File: config.mk
export PLATFORM = sky130hd
export DESIGN_NAME = dasr_core
export DESIGN_NICKNAME = d
export VERILOG_FILES = /design/src/logic/dasr_pkg.sv /design/src/logic/dasr_core.sv
export SDC_FILE = /design/constraint.sdc
export NUM_CORES = 1
export LEC_CHECK = 0
export BUFFER_PORTS_ARGS = -buffer_cell sky130_fd_sc_hd__buf_2
export CORE_MARGIN = 3
export CORE_UTILIZATION = 35
export CTS_BUF_LIST = sky130_fd_sc_hd__clkbuf_4 sky130_fd_sc_hd__clkbuf_8
export DETAILED_ROUTE_END_ITERATION = 16
export SLEW_MARGIN = 30
export SYNTH_ARGS = -nofsm -noshare
export SYNTH_HDL_FRONTEND = slang
export SYNTH_SLANG_ARGS = --single-unit
File: constraint.sdc
create_clock -name pclk -period 3.34 [get_ports pclk]
set_input_delay 0.334 -clock pclk [delete_from_list [all_inputs] [get_ports pclk]]
set_output_delay 0.334 -clock pclk [all_outputs]
set_load 0.02 [all_outputs]
File: src/logic/dasr_pkg.sv
package dasr_pkg;
    // query opcodes
    localparam logic [15:0] OP_CURRENT = 16'h2409;
    localparam logic [15:0] OP_LATCHED = 16'h2406;
    localparam logic [15:0] OP_ASYNC   = 16'h2452;
    // response lengths in bytes
    localparam logic [3:0] LEN_CURRENT = 4'h9;
    localparam logic [3:0] LEN_LATCHED = 4'h8;
    localparam logic [3:0] LEN_ASYNC   = 4'h4;
    // implemented bit masks; every other position reads zero
    localparam logic [7:0] MASK_RX      = 8'hff;
    localparam logic [7:0] MASK_BUF     = 8'hff;
    localparam logic [7:0] MASK_LOCK    = 8'h7d;
    localparam logic [7:0] MASK_CLK     = 8'hff;
    localparam logic [7:0] MASK_INSERT  = 8'h07;
    localparam logic [7:0] MASK_SUPPLY  = 8'h07;
    localparam logic [7:0] MASK_SPARE   = 8'h00;
    localparam logic [7:0] MASK_DEC     = 8'h4d;
    localparam logic [7:0] MASK_LNB     = 8'h07;
    localparam logic [7:0] LMASK_CLK    = 8'hc0;
    localparam logic [7:0] LMASK_DEC    = 8'h44;
    localparam int         SUMMARY_BIT  = 7;
    // APB map
    localparam logic [7:0] ADDR_QUERY   = 8'h00;
    localparam logic [7:0] ADDR_STATUS  = 8'h04;
    localparam logic [7:0] ADDR_DATA    = 8'h08;
    localparam logic [7:0] ADDR_ASYNC   = 8'h0c;
    localparam logic [7:0] ADDR_CLEAR   = 8'h10;
    // async config register fields
    localparam int ASYNC_MODE_BIT = 0;
    localparam int ASYNC_TYPE_BIT = 1;
    localparam int ASYNC_BAUD_LO  = 2;
    localparam int ASYNC_DBIT_BIT = 5;
    localparam logic [5:0] ASYNC_RESET = 6'h38;
    typedef enum logic [1:0] {
        DASR_IDLE = 2'b00,
        DASR_CUR  = 2'b01,
        DASR_LAT  = 2'b10,
        DASR_ASY  = 2'b11
    } dasr_state_e;
endpackage

File: src/logic/dasr_core.sv
// What this block does
// - current-alarm query returns nine bytes in fixed order
// - receive byte one bits 0-5 and 7 flag receive failures
// - receive byte one bit 6 shows receive data activity
// - buffer byte bits 0-3 flag underflow, overflow, under 10%, over 90%
// - buffer byte bits 4-7 flag decoder faults and summary fault
// - lock byte bits 0,2-6 show locks; bits 1 and 7 reserved
// - clock activity byte bits 0-5 show clock activity
// - clock byte bit 6 clock fallback, bit 7 low Eb/No
// - insert byte bits 0-2 frame, multiframe, CRC lock faults
// - supply byte bits 0-2 flag -12 V, +12 V, 5 V rails
// - decoder byte bits 0,2,3,6 trellis, signalling, turbo, DVB
// - lnb byte bits 0-2 LNB current, voltage, Ethernet WAN
// - latched query returns eight bytes in fixed order
// - latched summary fault bit follows live state
// - latched clock byte holds bits 6,7; decoder byte bits 2,6
// - async config returns mode, electrical type, baud and data bits bytes in that order
// - spare common byte is zero but occupies its slot
// - latched response only for the latched query code
//
// The APB interface to the registers and the placing of the registers were left to the implementer.
`timescale 1ns/1ps
`default_nettype none
module dasr_core
    import dasr_pkg::*;
(
    input  wire logic        pclk,
    input  wire logic        presetn,
    input  wire logic        clk_en,
    input  wire logic        psel,
    input  wire logic        penable,
    input  wire logic        pwrite,
    input  wire logic [7:0]  paddr,
    input  wire logic [31:0] pwdata,
    output logic      [31:0] prdata,
    output logic             pready,
    output logic             pslverr,
    input  wire logic [7:0]  receive_fault_byte_one,
    input  wire logic [7:0]  buffer_decoder_fault_byte,
    input  wire logic [7:0]  lock_indicator_byte,
    input  wire logic [7:0]  clock_activity_byte,
    input  wire logic [7:0]  insert_fault_byte,
    input  wire logic [7:0]  supply_rail_fault_byte,
    input  wire logic [7:0]  spare_common_byte,
    input  wire logic [7:0]  decoder_frame_fault_byte,
    input  wire logic [7:0]  lnb_ethernet_fault_byte
);
    localparam int NB = 9;
    logic [7:0] s1_r [NB];
    logic [7:0] live_r [NB];
    logic [7:0] raw [NB];
    logic [7:0] msk [NB];
    logic [7:0] lmsk [NB];
    logic [7:0] lat_r [NB];
    dasr_state_e state_r;
    logic [3:0]  idx_r;
    logic [5:0]  async_r;
    logic [7:0]  byte_out;
    logic [3:0]  len;
    logic        acc, wr, rd, mapped;

    always_comb begin
        raw[0] = receive_fault_byte_one;
        raw[1] = buffer_decoder_fault_byte;
        raw[2] = lock_indicator_byte;
        raw[3] = clock_activity_byte;
        raw[4] = insert_fault_byte;
        raw[5] = supply_rail_fault_byte;
        raw[6] = spare_common_byte;
        raw[7] = decoder_frame_fault_byte;
        raw[8] = lnb_ethernet_fault_byte;
        msk[0] = MASK_RX;
        msk[1] = MASK_BUF;
        msk[2] = MASK_LOCK;
        msk[3] = MASK_CLK;
        msk[4] = MASK_INSERT;
        msk[5] = MASK_SUPPLY;
        msk[6] = MASK_SPARE;
        msk[7] = MASK_DEC;
        msk[8] = MASK_LNB;
        for (int i = 0; i < NB; i++) begin
            lmsk[i] = msk[i];
        end
        lmsk[3] = LMASK_CLK;
        lmsk[7] = LMASK_DEC;
        lmsk[1] = MASK_BUF & ~(8'h01 << SUMMARY_BIT);
    end

    assign acc    = psel && penable && clk_en;
    // effects land only at the completing edge, so one data read steps one byte
    assign wr     = acc && pready && pwrite;
    assign rd     = acc && pready && !pwrite;
    assign mapped = (paddr == ADDR_QUERY) || (paddr == ADDR_STATUS) || (paddr == ADDR_DATA)
                 || (paddr == ADDR_ASYNC) || (paddr == ADDR_CLEAR);

    // alarm inputs come from other logic on unknown timing; two stages before use
    genvar g;
    generate
        for (g = 0; g < NB; g++) begin : g_byte
            always_ff @(posedge pclk or negedge presetn) begin
                if (!presetn) begin
                    s1_r[g]   <= 8'h00;
                    live_r[g] <= 8'h00;
                end else if (clk_en) begin
                    s1_r[g]   <= raw[g];
                    live_r[g] <= s1_r[g] & msk[g];
                end
            end
            // set wins over a clear in the same cycle; reads never clear
            always_ff @(posedge pclk or negedge presetn) begin
                if (!presetn) begin
                    lat_r[g] <= 8'h00;
                end else if (clk_en) begin
                    if (wr && paddr == ADDR_CLEAR && pwdata[g]) begin
                        lat_r[g] <= live_r[g] & lmsk[g];
                    end else begin
                        lat_r[g] <= lat_r[g] | (live_r[g] & lmsk[g]);
                    end
                end
            end
        end
    endgenerate

    always_ff @(posedge pclk or negedge presetn) begin
        if (!presetn) begin
            async_r <= ASYNC_RESET;
        end else if (wr && paddr == ADDR_ASYNC) begin
            async_r <= pwdata[5:0];
        end
    end

    always_comb begin
        case (state_r)
            DASR_CUR: len = LEN_CURRENT;
            DASR_LAT: len = LEN_LATCHED;
            DASR_ASY: len = LEN_ASYNC;
            default:  len = 4'h0;
        endcase
    end

    // response byte at the current index of the selected query
    always_comb begin
        byte_out = 8'h00;
        case (state_r)
            DASR_CUR: begin
                if (idx_r < LEN_CURRENT) begin
                    byte_out = live_r[idx_r];
                end
            end
            DASR_LAT: begin
                // order: rx, buf, lock, supply, spare, clk, dec, lnb
                case (idx_r)
                    4'h0: byte_out = lat_r[0];
                    4'h1: byte_out = {live_r[1][SUMMARY_BIT], lat_r[1][6:0]};
                    4'h2: byte_out = lat_r[2];
                    4'h3: byte_out = lat_r[5];
                    4'h4: byte_out = lat_r[6];
                    4'h5: byte_out = lat_r[3];
                    4'h6: byte_out = lat_r[7];
                    4'h7: byte_out = lat_r[8];
                    default: byte_out = 8'h00;
                endcase
            end
            DASR_ASY: begin
                case (idx_r)
                    4'h0: byte_out = {7'h00, async_r[ASYNC_MODE_BIT]};
                    4'h1: byte_out = {7'h00, async_r[ASYNC_TYPE_BIT]};
                    4'h2: byte_out = {5'h00, async_r[ASYNC_BAUD_LO +: 3]};
                    4'h3: byte_out = {7'h00, async_r[ASYNC_DBIT_BIT]};
                    default: byte_out = 8'h00;
                endcase
            end
            default: byte_out = 8'h00;
        endcase
    end

    // query write selects a response; each data read steps one byte
    always_ff @(posedge pclk or negedge presetn) begin
        if (!presetn) begin
            state_r <= DASR_IDLE;
            idx_r   <= 4'h0;
        end else if (wr && paddr == ADDR_QUERY) begin
            idx_r <= 4'h0;
            if (pwdata[15:0] == OP_CURRENT) begin
                state_r <= DASR_CUR;
            end else if (pwdata[15:0] == OP_LATCHED) begin
                state_r <= DASR_LAT;
            end else if (pwdata[15:0] == OP_ASYNC) begin
                state_r <= DASR_ASY;
            end else begin
                state_r <= DASR_IDLE;
            end
        end else if (rd && paddr == ADDR_DATA && state_r != DASR_IDLE) begin
            if (idx_r + 4'h1 >= len) begin
                state_r <= DASR_IDLE;
                idx_r   <= 4'h0;
            end else begin
                idx_r <= idx_r + 4'h1;
            end
        end
    end

    // one wait state: pready rises in the second access cycle
    always_ff @(posedge pclk or negedge presetn) begin
        if (!presetn) begin
            pready  <= 1'b0;
            pslverr <= 1'b0;
            prdata  <= 32'h0000_0000;
        end else if (clk_en) begin
            pready  <= psel && penable && !pready;
            pslverr <= psel && penable && !pready && !mapped;
            prdata  <= 32'h0000_0000;
            if (psel && penable && !pready && !pwrite) begin
                if (paddr == ADDR_DATA) begin
                    prdata <= {24'h000000, byte_out};
                end else if (paddr == ADDR_STATUS) begin
                    prdata <= {24'h000000, idx_r, 2'b00, state_r};
                end else if (paddr == ADDR_ASYNC) begin
                    prdata <= {26'h0000000, async_r};
                end
            end
        end
    end

    // writes and reads take effect only at the completing edge
    logic done;
    assign done = acc && pready;
endmodule // dasr_core
`default_nettype wire

==> Word-level counts from Yosys, hierarchy flattened <==
Cells that the tools add are included.
{ "word_totals": {"wordCells": 118, "ff_bits": 192} }
{ "op_classes": {"n_lt_le_gt_ge": 3, "eq_ne": 16, "n_reduce_logical": 33, "mux": 28, "addsub": 1, "bitwise_logic": 8} }
{ "ops": {"columns": ["op", "count"], "rows": [
  ["$mux W32", 3],
  ["$mux W8", 10],
  ["$pmux W8 S7", 1],
  ["$eq A16 B14 Y1 const B", 3],
  ["$bmux W8 S4", 1],
  ["$or A8 B7 Y8", 3],
  ["$pmux W8 S3", 1],
  ["$logic_and A1 B1 Y1", 20],
  ["$eq A8 B4 Y1 const B", 2],
  ["$or A8 B3 Y8", 2],
  ["$or A8 B8 Y8", 2],
  ["$eq A4 B3 Y1 const B", 3],
  ["$mux W2", 6],
  ["$mux W4", 3],
  ["$pmux W3 S4", 1],
  ["$pmux W4 S3", 1],
  ["$eq A4 B2 Y1 const B", 2],
  ["$eq A8 B3 Y1 const B", 1],
  ["$eq A8 B5 Y1 const B", 1],
  ["$logic_not A8 Y1", 1],
  ["$mux W6", 1],
  ["$reduce_bool A2 Y1", 3],
  ["$ge A5 B5 Y1 const B", 1],
  ["$not A4 Y5", 1],
  ["10 further kinds", 16]
]} }

==> Logic depth before layout (Yosys ltp) <==
Gate-level depths: netlist of the first run.
{ "depth": {"depth_word": 8, "ltp_mapped": 10} }

==> Worst setup path after synthesis of the first run <==
OpenSTA, ideal clock, no wires.
{ "synth_path": {"path_type": "register -> register", "startpoint": "register idx_r[1]", "endpoint": "register idx_r[2]", "path_slack_ps": 464, "t_arrival_ps": 2772, "setup_time_ps": 104, "n_path_buf": 2, "synth_period_minus_slack_ps": 2876, "path_stages_with_launch": 10, "t_required_ps": 3236, "path_cell_list": "dfrtp_1 clkbuf_1 clkbuf_1 inv_1 ha_1 or3b_2 a21o_1 a211o_1 or4_1 o311ai_1"} }
{ "synth_between": {"elab_chain_cells": 5} }
{ "synth_rtl": {"columns": ["element", "line", "text"], "rows": [
  ["start: declaration", "dasr_core.sv:56", "logic [3:0] idx_r;"],
  ["start signal: assignment", "dasr_core.sv:198", "idx_r <= idx_r + 4'h1;"],
  ["$add A4 B1 Y4 (*)", "dasr_core.sv:194, dasr_core.sv:198", null],
  ["$ge A4 B4 Y1", "dasr_core.sv:194", "if (idx_r + 4'h1 >= len) begin"],
  ["$mux W4 (*)", "dasr_core.sv:194", null],
  ["$mux W4 (*)", "dasr_core.sv:193", "end else if (rd && paddr == ADDR_DATA && state_r != DASR_IDLE) begin"],
  ["$mux W4 (*)", "dasr_core.sv:182", "end else if (wr && paddr == ADDR_QUERY) begin"]
]} }
Mark *: on every way between the ends. The rest lies on a longest branch, timed or not. The select of a mux whose other input is x is not followed.
A chain may end at the register's enable or synchronous reset.

==> Worst setup path after layout of the first run <==
{ "layout_path": {"startpoint": "register state_r[1]", "endpoint": "register idx_r[0]"} }
{ "layout_between": {"elab_chain_cells": 6, "word_cells_on_any_way": 11, "cone_classes": "order compare (1); eq/ne (3); mux (4); reduce/logical (3)"} }
{ "layout_rtl": {"columns": ["element", "line", "text"], "rows": [
  ["start: declaration", "dasr_core.sv:55", "dasr_state_e state_r;"],
  ["start signal: assignment", "dasr_core.sv:180", "state_r <= DASR_IDLE;"],
  ["start signal: assignment", "dasr_core.sv:185", "state_r <= DASR_CUR;"],
  ["start signal: assignment", "dasr_core.sv:187", "state_r <= DASR_LAT;"],
  ["$eq A2 B2 Y1 / $eq A2 B1 Y1 (equally long branches)", "dasr_core.sv:133", "case (state_r)"],
  ["$pmux W4 S3", "dasr_core.sv:133", null],
  ["$ge A4 B4 Y1", "dasr_core.sv:194", null],
  ["$mux W4", "dasr_core.sv:194", null],
  ["$mux W4", "dasr_core.sv:193", null],
  ["$mux W4", "dasr_core.sv:182", null]
]} }
Several ways; a longest one is shown, not always the timed one. The select of a mux whose other input is x is not followed.

==> results of run 1 <==
## area by class of cell
class	instances	area share, %
Sequential cell	139	46.2
Multi-Input combinational cell	336	37.5
Timing Repair Buffer	92	6.59
Tap cell	229	3.80
Clock buffer	19	3.38
Clock inverter	12	1.86
Inverter	15	0.747
## routing by layer
layer	GRT usage (%)	up-vias
met4	5.75	0
met5	0	-
met2	24.4	188
met3	4.25	29
li1	-	2065
met1	22.4	2335
## cell usage in the layout, fill, tap and decap left out, types with 9 or more instances in the layout
| master | n |
|---|---|
| dfrtp_1 | 136 |
| conb_1 | 24 |
| o21ai_0 | 15 |
| a22oi_1 | 13 |
| clkbuf_8 | 19 |
| ha_1 | 13 |
| mux2_2 | 103 |
| buf_2 | 80 |
| inv_1 | 15 |
| nand3_1 | 11 |
| buf_4 | 11 |
| nand2_1 | 20 |
| a22o_1 | 38 |
| nor2_1 | 9 |
## critical path, cell delays in order (launching register included)
cell and delay (ps):
dfrtp_1 460, inv_1 100, ha_1 210, ha_1 260, or3b_2 470, a21o_1 190
a211o_1 360, nor4_1 400, mux2_2 230
## flip-flops by register name, summed over array words and instances (netlist names)
register	count
live_r	43
s1_r	43
lat_r	31
prdata	8
async_r	6
idx_r	4
state_r	2
pready	1
pslverr	1
## kinds of logic after synthesis
logic type                 Yosys count  synth area share [%]
AOI/OAI and AO/OA                  107                  12.8
and+or+nand+nor                     80                  6.81
DFF                                139                  52.9
buffers and inverters               70                  5.40
xor gates and xnor gates             2                 0.266
muxes                              110                  19.3
adders and majority gates           13                  2.47
other                                1                0.0570
## where the power goes
| part | total, µW | internal [µW] | switching, µW | leakage (µW) |
|---|---|---|---|---|
| combinational | 345 | 181 | 165 | 0.00153 |
| clock | 1360 | 697 | 662 | 0.000193 |
| sequential | 1920 | 1810 | 105 | 0.00156 |
## path summary, 6_finish.rpt
kind,start,endpoint,cells after the start
hold / removal,presetn,s1_r[24]$_DFFE_PN0P_,1
setup / recovery,state_r[1]$_DFFE_PN0P_,idx_r[0]$_DFFE_PN0P_,8
max in group asynchronous,presetn,async_r[3]$_DFFE_PN1P_,2
hold reg to reg,pslverr$_DFFE_PN0P_,pslverr$_DFFE_PN0P_,1
setup reg to reg,state_r[1]$_DFFE_PN0P_,idx_r[0]$_DFFE_PN0P_,8
min in group pclk,receive_fault_byte_one[6],s1_r[70]$_DFFE_PN0P_,2
## stage by stage
step           instance area, µm²  instances
2_1_floorplan                6660        545
6_report                     7540        842
5_1_grt                      7540        842
3_3_place_gp                 7140        811
3_5_place_dp                 7140        811
4_1_cts                      7540        842
==> insert_results.sql, run 1 <==
INSERT INTO impl_metrics (metric_group, metric, value, unit) VALUES
('synthesis', 'synth-seq-cells', '139', ''),
('power', 'cellLeakagePower', '0.00329', 'µW'),
('place', 'portBuffers', '82', ''),
('global_route', 'antenna_violations_before_repair', '0', ''),
('final_layout', 'drive_gt1_share', '38.3', '%'),
('floorplan', 'core', '18200', 'µm²'),
('place', 'finalWeightedCongestion', '0.896', ''),
('floorplan', 'die_y', '143', 'µm'),
('worst_hold_path', 'hold_path.class', 'in2async', ''),
('final_layout', 'n_fill_cell', '1703', ''),
('drt', 'topRoutingLayerUsed', 'met4', ''),
('global_route', 'grt_overflow', '0', ''),
('timing', 'fin_worst_skew', '13.9', 'ps'),
('synthesis', 'netlist_top_cells_area', 'dfrtp_1, mux2_2, a22o_1, buf_4, ha_1', ''),
('synthesis', 'synth_cell_types', '56', ''),
('final_layout', 'fin_nets', '732', ''),
('timing', 'whs', '-48.2', 'ps'),
('final_layout', 'area_of_combinational_cells_with_multiple_inputs', '2830', 'µm²'),
('synthesis', 'synth_top_cell_area_share', '51.8', '%'),
('clocking', 'tritoncts', 'done', ''),
('drt', 'route.vias.total', '4617', ''),
('clocking', 'cts_inserted_buffers', '17', ''),
('power', 'power', '3620', 'µW'),
('timing', 'timing.slew.headroom', '46.6', '%'),
('outcome', 'run_status', 'complete, but fails checks', ''),
('place', 'placement_setup_slack', '591', 'ps'),
('timing', 'timing.final.crit_share', '81.8', '%'),
('run', 'max_cap_viol_count', '0', ''),
('critical_path', 'setup.worst_path.end_class', 'register', ''),
('drt', 'dr.pass1.iters', '5', ''),
('clocking', 'clock_sinks', '139', ''),
('drt', 'route.layer.met1.wl', '7.18', 'mm'),
('clocking', 'cts-root-to-sink-buffers', '2', ''),
('global_route', 'grt_pass1_wl', '25.6', 'mm'),
('global_route', 'groute.usage.overall', '16.1', '%'),
('synthesis', 'synth_top_area_cell', 'dfrtp_1', ''),
('timing', 'timing.final.max_slew_violations', '0', ''),
('final_layout', 'insertedDiodeCount', '0', ''),
('synthesis', 'synth.yosys.seq_area_share', '52.9', '%'),
('final_layout', 'regArea', '3480', 'µm²'),
('global_route', 'grt_max_degree', '100', ''),
('clocking', 'cts-root-buf', 'clkbuf_8', ''),
('synthesis', 'synth_top_flop_cell', 'dfrtp_1', ''),
('place', 'hpwl', '11.2', 'mm'),
('outcome', 'violated_checks', 'hold timing', ''),
('clocking', 'post_cts.repair.setup_buffers', '0', ''),
('critical_path', 'reg2reg_slack', '610', 'ps'),
('synthesis', 'synth_most_common_cell', 'dfrtp_1', ''),
('final_layout', 'synth_to_final_area_change', '14.7', '%'),
('critical_path', 'setup.worst_path.start_class', 'register', ''),
('drt', 'avgRoutedWirePerCell', '18.6', 'µm'),
('floorplan', 'std_cell_rows', '49', ''),
('critical_path', 'max_fo_critical_path', '6', ''),
('timing', 'timing.setup.tns', '0', 'ps'),
('synthesis', 'synthesis.area', '6580', 'µm²'),
('drt', 'routed-wl-met3', '982', 'µm'),
('floorplan', 'die-width', '143', 'µm'),
('timing', 'tmin_final', '2730', 'ps'),
('synthesis', 'postSynth.asyncResetShare', '100', '%'),
('clocking', 'cts_repair_resize_count', '0', ''),
('critical_path', 'critical_path_arrival', '3110', 'ps'),
('timing', 'rsz0062_at_grt', 'false', ''),
('timing', 'fin_ws', '609', 'ps'),
('clocking', 'clk-insertion-delay-late', '440', 'ps'),
('synthesis', 'ys.warnings.count', '0', ''),
('floorplan', 'start_util', '36.1', '%'),
('timing', 'timing_hold_violations_final', '32', ''),
('synthesis', 'synth_cells', '522', ''),
('synthesis', 'synth_enable_flop_cells', '0', ''),
('timing', 'max_clock_freq', '366', 'MHz'),
('floorplan', 'io_pins', '152', '');
Power figures use the tool's default switching activity.
==> run 2, diff against run 1 <==
--- a/config.mk
+++ b/config.mk
@@ -5,6 +5,7 @@
 export SDC_FILE = /design/constraint.sdc
 export NUM_CORES = 1
 export LEC_CHECK = 0
+export ABC_AREA = 1
 export BUFFER_PORTS_ARGS = -buffer_cell sky130_fd_sc_hd__buf_2
 export CORE_MARGIN = 3
 export CORE_UTILIZATION = 35
==> constraint.sdc (replaced) <==
create_clock -name pclk -period 2.31 [get_ports pclk]
set_input_delay 0.231 -clock pclk [delete_from_list [all_inputs] [get_ports pclk]]
set_output_delay 0.231 -clock pclk [all_outputs]
set_load 0.02 [all_outputs]
==> run 2 against run 1 <==
  * The run now ends clean
  * Critical path type unchanged
  * Worst setup slack got worse by 320 ps
  * Sequential share of layout area is 5.0 points lower
  * Clock power increased by 60%
  * Synthesized cell count is 67% higher
  * Via count is 29% higher
  * Largest power group unchanged
  * Design area up 12%
  * Register-to-register slack worse by 320 ps
==> insert_results.sql, run 2 <==
INSERT INTO impl_metrics (metric_group, metric, value, unit) VALUES
('synthesis', 'ys.warnings.count', '0', ''),
('power', 'cellLeakagePower', '0.00419', 'µW'),
('clocking', 'cts-root-buf', 'clkbuf_8', ''),
('clocking', 'cts_inserted_buffers', '17', ''),
('clocking', 'clock_sinks', '139', ''),
('critical_path', 'setup.worst_path.class', 'reg2reg', ''),
('critical_path', 'critical_path_arrival', '2420', 'ps'),
('global_route', 'peak_usage_layer_in_the_global_routing_report', 'met2', ''),
('floorplan', 'std_cell_rows', '50', ''),
('synthesis', 'ys_top_cells_by_count', 'nand2_1, dfrtp_1, o21ai_0, inv_1, nand3_1', ''),
('place', 'hpwl', '12.9', 'mm'),
('timing', 'timing.final.setup_violations', '0', ''),
('global_route', 'grt_overflow', '0', ''),
('clocking', 'post_cts.repair.setup_buffers', '0', ''),
('drt', 'remaining_drc_errors', '0', ''),
('run', 'max_cap_viol_count', '0', ''),
('synthesis', 'synth-seq-cells', '139', ''),
('timing', 'rsz0062_at_grt', 'false', ''),
('synthesis', 'synth_cell_types', '34', ''),
('drt', 'drc_marker_count_from_the_first_detailed_route_iteration', '416', ''),
('final_layout', 'commonest_cells_after_routing_fill_and_taps_aside', 'nand2_1, dfrtp_1, o21ai_0', ''),
('final_layout', 'insertedDiodeCount', '0', ''),
('final_layout', 'layout.cells.most_common', 'nand2_1', ''),
('synthesis', 'synth_top_cell_area_share', '49.5', '%'),
('synthesis', 'synth.yosys.seq_area_share', '50.6', '%'),
('timing', 'worstMarginPinSlew', '638', 'ps'),
('final_layout', 'reg.largest.list', 'live_r x43, s1_r x43, lat_r x31', ''),
('critical_path', 'setup.worst_path.start_class', 'register', ''),
('global_route', 'grt_max_degree', '91', ''),
('power', 'vdd.ir_drop.worst', '0.000469', 'V'),
('synthesis', 'postSynth.asyncResetShare', '100', '%'),
('final_layout', 'regArea', '3480', 'µm²'),
('synthesis', 'netlist_top_cells_area', 'dfrtp_1, nand2_1, o21ai_0, inv_1, nand3_1', ''),
('floorplan', 'die_y', '146', 'µm'),
('timing', 'timing_hold_violations_final', '0', ''),
('place', 'finalWeightedCongestion', '0.870', ''),
('final_layout', 'fin_nets', '1140', ''),
('global_route', 'met3_usage', '4.28', '%'),
('synthesis', 'synth_top_flop_cell', 'dfrtp_1', ''),
('synthesis', 'synth_most_common_cell', 'nand2_1', ''),
('place', 'portBuffers', '82', ''),
('global_route', 'gr-usage-met1', '23.5', '%'),
('synthesis', 'synthesis.area', '6880', 'µm²'),
('drt', 'detail_route.wirelength', '18.2', 'mm'),
('global_route', 'grt_pass1_wl', '30.2', 'mm'),
('timing', 'max_clock_freq', '495', 'MHz'),
('synthesis', 'postSynthAreaPerCell', '7.87', 'µm²'),
('drt', 'dr.pass1.iters', '5', ''),
('global_route', 'first_global_vias', '5915', ''),
('worst_hold_path', 'hold_path.class', 'in2reg', ''),
('synthesis', 'synth_enable_flop_cells', '0', ''),
('drt', 'drt.antenna.violating_nets', '0', ''),
('final_layout', 'n_fill_cell', '1964', ''),
('power', 'power_per_cell_area', '636', 'nW/µm²'),
('floorplan', 'die-area', '21400', 'µm²'),
('place', 'placement_setup_slack', '248', 'ps'),
('drt', 'routed_via_density', '4.63', ''),
('clocking', 'tritoncts', 'done', ''),
('clocking', 'worst_setup_hold_path_clk_slew', '80', 'ps'),
('synthesis', 'synth_top_area_cell', 'dfrtp_1', ''),
('synthesis', 'synth_cells', '874', ''),
('drt', 'avgRoutedWirePerCell', '14.2', 'µm'),
('critical_path', 'required', '2710', 'ps'),
('floorplan', 'start_util', '36.2', '%'),
('global_route', 'antenna_violations_before_repair', '0', ''),
('floorplan', 'core', '19000', 'µm²'),
('final_layout', 'drive_gt1_share', '16.3', '%'),
('timing', 'timing.setup.tns', '0', 'ps'),
('floorplan', 'die-width', '146', 'µm'),
('clocking', 'htree_num_levels', '4', ''),
('timing', 'fin_worst_skew', '12.9', 'ps'),
('clocking', 'clk-insertion-delay-late', '460', 'ps'),
('clocking', 'cts-root-to-sink-buffers', '2', ''),
('global_route', 'groute.usage.overall', '17.5', '%'),
('timing', 'fin_ws', '292', 'ps'),
('timing', 'timing.final.max_slew_violations', '0', ''),
('critical_path', 'max_fo_critical_path', '8', ''),
('timing', 'timing.final.crit_share', '87.4', '%'),
('timing', 'tmin_final', '2020', 'ps'),
('timing', 'timing.slew.headroom', '57.5', '%'),
('critical_path', 'setup.worst_path.end_class', 'register', ''),
('drt', 'route.vias.total', '5938', ''),
('global_route', 'grt_util_met2', '28.6', '%'),
('timing', 'whs', '87.1', 'ps'),
('floorplan', 'io_pins', '152', ''),
('final_layout', 'area_of_combinational_cells_with_multiple_inputs', '2810', 'µm²'),
('outcome', 'run_status', 'finished clean', ''),
('power', 'power', '5390', 'µW'),
('final_layout', 'synth_to_final_area_change', '23.1', '%');
-- run 2: cell types whose count changed after synthesis, sizes merged, moves of 6 or more --
cell,previous run,this run
a32oi,7,0
nor2,9,36
a22oi,13,0
nand4,3,9
nand3,11,48
mux2,103,0
a22o,38,0
inv,15,84
o21ai,15,129
nand2,20,321
a21oi,7,16
-- run 2: power by group --
part | switching [µW] | internal (µW)
registers | 72.6 | 2580
clock network | 1040 | 1140
logic | 353 | 201
-- run 2: timing repair --
item,4_1_cts,5_1_grt
hold endpoints to repair,92,0
setup endpoints to repair,0,1
hold buffers,45,0
resized for setup,0,1
-- run 2: metrics by stage --
step / cells / instance area, µm² / util (%)
after floorplan: 897 / 6960 / -
after global placement: 1205 / 7580 / 39.9
after detailed placement: 1205 / 7580 / 39.9
after CTS: 1282 / 8460 / 44.5
after global routing: 1282 / 8470 / 44.5
final: 1282 / 8470 / 44.5
-- run 2: worst max-delay path, cell delays in order, from the launching register on --
cell,delay [ps]
dfrtp_2,500
inv_2,180
ha_1,290
inv_1,100
nor2_4,230
nand2_1,80
nand2_1,70
o21ai_0,80
buf_4,150
nand3_1,70
nand2_1,60
nand2_1,60
nand2_1,50
nand2_1,50
-- run 2: final timing paths --
kind | to | startpoint | slack, ps | cells past startpoint
max in group asynchronous | async_r[3]$_DFFE_PN1P_ | presetn | 1330 | 3
hold / removal | state_r[1]$_DFFE_PN0P_ | pwdata[9] | 90 | 4
min in group asynchronous | lat_r[68]$_DFFE_PN0P_ | presetn | 320 | 2
hold reg to reg | s1_r[57]$_DFFE_PN0P_ | s1_r[57]$_DFFE_PN0P_ | 470 | 2
setup reg to reg | prdata[0]$_DFFE_PN0P_ | idx_r[0]$_DFFE_PN0P_ | 290 | 13
setup / recovery | prdata[0]$_DFFE_PN0P_ | idx_r[0]$_DFFE_PN0P_ | 290 | 13
-- run 2: kinds of logic (layout without fill, tap and decap cells) --
| logic type | count (synthesis) | in the layout | share of synthesized area [%] |
|---|---|---|---|
| other | 1 | 24 | 0.0545 |
| AND/OR/NAND/NOR | 422 | 422 | 25.5 |
| buffers and inverters | 144 | 269 | 9.73 |
| AO/OA/AOI/OAI | 153 | 153 | 11.5 |
| flip-flops | 139 | 139 | 50.6 |
| XOR/XNOR | 2 | 2 | 0.255 |
| adder cells (fa/ha/maj) | 13 | 13 | 2.36 |
-- run 2: layout make-up --
type / instances / area share, %
sequential: 139 / 41.1
multi-input combinational: 614 / 33.2
timing repair buffer: 151 / 12.8
tap: 260 / 3.84
inverter: 86 / 3.81
clock buffer: 19 / 3.02
clock inverter: 13 / 2.11
-- run 2: per-layer routing --
metal  up-vias  share of wire, %  wire length, µm
met1      2775                47             8500
met4         0               1.8              331
li1       3010                 -                -
met2       130                47             8580
met3        23               4.4              805
met5         -                 0                0
==> run 3, diff against run 2 <==
--- a/config.mk
+++ b/config.mk
@@ -5,7 +5,6 @@
 export SDC_FILE = /design/constraint.sdc
 export NUM_CORES = 1
 export LEC_CHECK = 0
-export ABC_AREA = 1
 export BUFFER_PORTS_ARGS = -buffer_cell sky130_fd_sc_hd__buf_2
 export CORE_MARGIN = 3
 export CORE_UTILIZATION = 35
==> run 3 against run 2 <==
  * The flow now finishes with violations (setup timing)
  * Combinational power is 2% higher
  * Clock skew down 1.6 ps
  * Register-to-register slack got worse by 340 ps
  * Design area down 1.6%
  * Utilization rose by 1.2 points
  * First-iteration DRC count rose by 6.5%
  * Critical path type unchanged
  * Largest cell class unchanged
  * Via count down 19%
==> insert_results.sql, run 3 (synthesis gave the netlist of run 1 again) <==
INSERT INTO impl_metrics (metric_group, metric, value, unit) VALUES
('drt', 'drc_marker_count_from_the_first_detailed_route_iteration', '443', ''),
('critical_path', 'setup.worst_path.class', 'reg2reg', ''),
('floorplan', 'die-width', '143', 'µm'),
('global_route', 'grt_overflow', '0', ''),
('global_route', 'grt_pass1_wl', '27.2', 'mm'),
('power', 'cellLeakagePower', '0.00365', 'µW'),
('final_layout', 'layout.cells.most_common', 'dfrtp_1', ''),
('power', 'power_per_cell_area', '678', 'nW/µm²'),
('critical_path', 'critical_path.cell_chain', 'buf_12 > ha_4 > or3b_4 > a21o_1 > a211o_1 > or4_4 > o311ai_4', ''),
('power', 'power', '5650', 'µW'),
('timing', 'worstMarginPinSlew', '668', 'ps'),
('critical_path', 'setup.worst_path.end_class', 'register', ''),
('place', 'finalWeightedCongestion', '0.869', ''),
('power', 'power_switching_share', '23.9', '%'),
('critical_path', 'ff2ff_path_depth', '7', ''),
('drt', 'detail_route.wirelength', '16.5', 'mm'),
('critical_path', 'cp.buffers_inverters', '1', ''),
('drt', 'remaining_drc_errors', '0', ''),
('timing', 'max_clock_freq', '424', 'MHz'),
('critical_path', 'required', '2670', 'ps'),
('clocking', 'htree_num_levels', '4', ''),
('floorplan', 'die_y', '143', 'µm'),
('worst_hold_path', 'holdPathStages', '2', ''),
('floorplan', 'std_cell_rows', '49', ''),
('drt', 'route.layer.met1.wl', '7.43', 'mm'),
('power', 'power_frac_clock', '40.9', '%'),
('critical_path', 'critical_path.top_delay_family', 'simple AND/OR/NAND/NOR gates', ''),
('timing', 'timing.slew.headroom', '55.5', '%'),
('final_layout', 'commonest_cells_after_routing_fill_and_taps_aside', 'dfrtp_1, mux2_2, buf_2', ''),
('drt', 'avgRoutedWirePerCell', '18.3', 'µm'),
('floorplan', 'io_pins', '152', ''),
('critical_path', 'setup.worst_path.start_class', 'register', ''),
('place', 'placed_inst_area', '7350', 'µm²'),
('run', 'max_cap_viol_count', '0', ''),
('timing', 'timing.final.max_slew_violations', '0', ''),
('clocking', 'cts_inserted_buffers', '17', ''),
('drt', 'route.met2.wl', '7.71', 'mm'),
('critical_path', 'cp_num_cells', '7', ''),
('place', 'hpwl', '11.6', 'mm'),
('critical_path', 'crit_path_max_incr_delay', '520', 'ps'),
('floorplan', 'die-area', '20500', 'µm²'),
('timing', 'timing.final.setup_violations', '1', ''),
('outcome', 'run_status', 'complete, but fails checks', ''),
('timing', 'timing_hold_violations_final', '0', ''),
('drt', 'routed-wl-met3', '1.12', 'mm'),
('power', 'comb_power_share', '10.0', '%'),
('drt', 'dr.pass1.iters', '5', ''),
('global_route', 'antenna_violations_before_repair', '0', ''),
('global_route', 'first_global_vias', '5023', ''),
('power', 'power_report.internal_total', '4300', 'µW'),
('place', 'placement_setup_slack', '-97.4', 'ps'),
('final_layout', 'final_design_area_no_fill', '8330', 'µm²'),
('worst_hold_path', 'hold_path.class', 'in2reg', ''),
('global_route', 'groute.usage.overall', '17.0', '%'),
('global_route', 'grt_max_degree', '122', ''),
('clocking', 'clock_sinks', '139', ''),
('drt', 'drt.antenna.violating_nets', '0', ''),
('floorplan', 'start_util', '36.1', '%'),
('timing', 'rsz0062_at_grt', 'true', ''),
('clocking', 'tritoncts', 'done', ''),
('final_layout', 'synth_to_final_area_change', '26.7', '%'),
('clocking', 'cts-root-to-sink-buffers', '2', ''),
('timing', 'timing.final.crit_share', '102', '%'),
('final_layout', 'reg.largest.list', 'live_r x43, s1_r x43, lat_r x31', ''),
('place', 'portBuffers', '82', ''),
('power', 'vdd.ir_drop.worst', '0.000416', 'V'),
('clocking', 'cts-root-buf', 'clkbuf_8', ''),
('final_layout', 'fin_nets', '795', ''),
('floorplan', 'core', '18200', 'µm²'),
('drt', 'topRoutingLayerUsed', 'met4', ''),
('critical_path', 'max_fo_critical_path', '5', ''),
('power', 'power.switching', '1350', 'µW'),
('clocking', 'worst_setup_hold_path_clk_slew', '80', 'ps'),
('critical_path', 'critical_path_arrival', '2720', 'ps'),
('drt', 'routed_via_density', '5.28', ''),
('final_layout', 'insertedDiodeCount', '0', ''),
('timing', 'fin_ws', '-50.8', 'ps'),
('timing', 'tmin_final', '2360', 'ps'),
('drt', 'route.vias.total', '4781', ''),
('outcome', 'violated_checks', 'setup timing', ''),
('timing', 'fin_worst_skew', '11.3', 'ps'),
('clocking', 'clk-insertion-delay-late', '460', 'ps'),
('final_layout', 'drive_gt1_share', '41.3', '%'),
('critical_path', 'slowest_stage', 'or4_4', ''),
('power', 'seq_power_share', '49.1', '%');
-- run 3: changes by cell type in the layout (fill, tap and decap cells not counted), moves of 11 or more --
cell     before  now
mux2_2        0  103
nand2_1     317   19
a22oi_1       0   11
inv_1        76   12
nor2_1       26    9
nand3_1      48   11
buf_4        22   34
o21ai_0     120   13
a22o_1        0   38
-- run 3: layout make-up --
class                   count  area, µm²
flip-flops and latches    139       3480
inverters                  15       58.8
repair buffers            155       1100
well taps                 229        287
multi-input cells         336       2940
fillers                  1639       9880
clock buffers              21        277
clock inverters            10        189
-- run 3: metrics by stage --
step | util, % | cells | hold WS, ps | TNS [ps]
floorplan | - | 545 | -64.6 | -96.0
finish | 45.8 | 905 | 16.5 | -50.8
detailed placement | 40.4 | 831 | 253 | -343
global placement | 40.4 | 831 | 240 | -81.8
CTS | 45.4 | 901 | 0.521 | -72.6
global route | 45.8 | 905 | 0.549 | -279
-- run 3: worst reg2reg max path: cells and delay by family, from the launching register on --
kind                     cells  cell delay, ps
AND/OR/NAND/NOR              2             880
AO/OA/AOI/OAI                3             570
adder cells (fa/ha/maj)      1             220
flip-flops                   1             460
buffers and inverters        1             150
-- run 3: timing repair --
action / in CTS / in global routing
pin swaps: 5 / 6
setup buffers: 3 / 3
endpoints found under the hold margin: 89 / 1
hold buffers: 36 / 1
resized for setup: 8 / 10
setup endpoints to repair: 4 / 11
-- run 3: power groups by stage --
stage,registers (µW),logic [µW],clock network [µW]
after global placement,2810,498,0
final,2780,565,2310
after global routing,2800,625,2460
after floorplan,2750,364,0
after CTS,2780,568,2360
after detailed placement,2830,517,0
-- run 3: worst paths after layout --
path / from / to / slack (ps)
max: idx_r[0]$_DFFE_PN0P_ / idx_r[2]$_DFFE_PN0P_ / -50
min: decoder_frame_fault_byte[6] / s1_r[14]$_DFFE_PN0P_ / 20
max reg2reg: idx_r[0]$_DFFE_PN0P_ / idx_r[2]$_DFFE_PN0P_ / -50
min reg2reg: pslverr$_DFFE_PN0P_ / pslverr$_DFFE_PN0P_ / 490
max in group asynchronous: presetn / live_r[52]$_DFFE_PN0P_ / 1290
min in group asynchronous: presetn / s1_r[33]$_DFFE_PN0P_ / 320
-- run 3: routing by layer --
metal / vias to the layer above / GRT usage [%]
met5: - / 0
met1: 2399 / 23.1
met3: 22 / 4.96
met2: 165 / 26.7
met4: 0 / 4.90
li1: 2195 / -
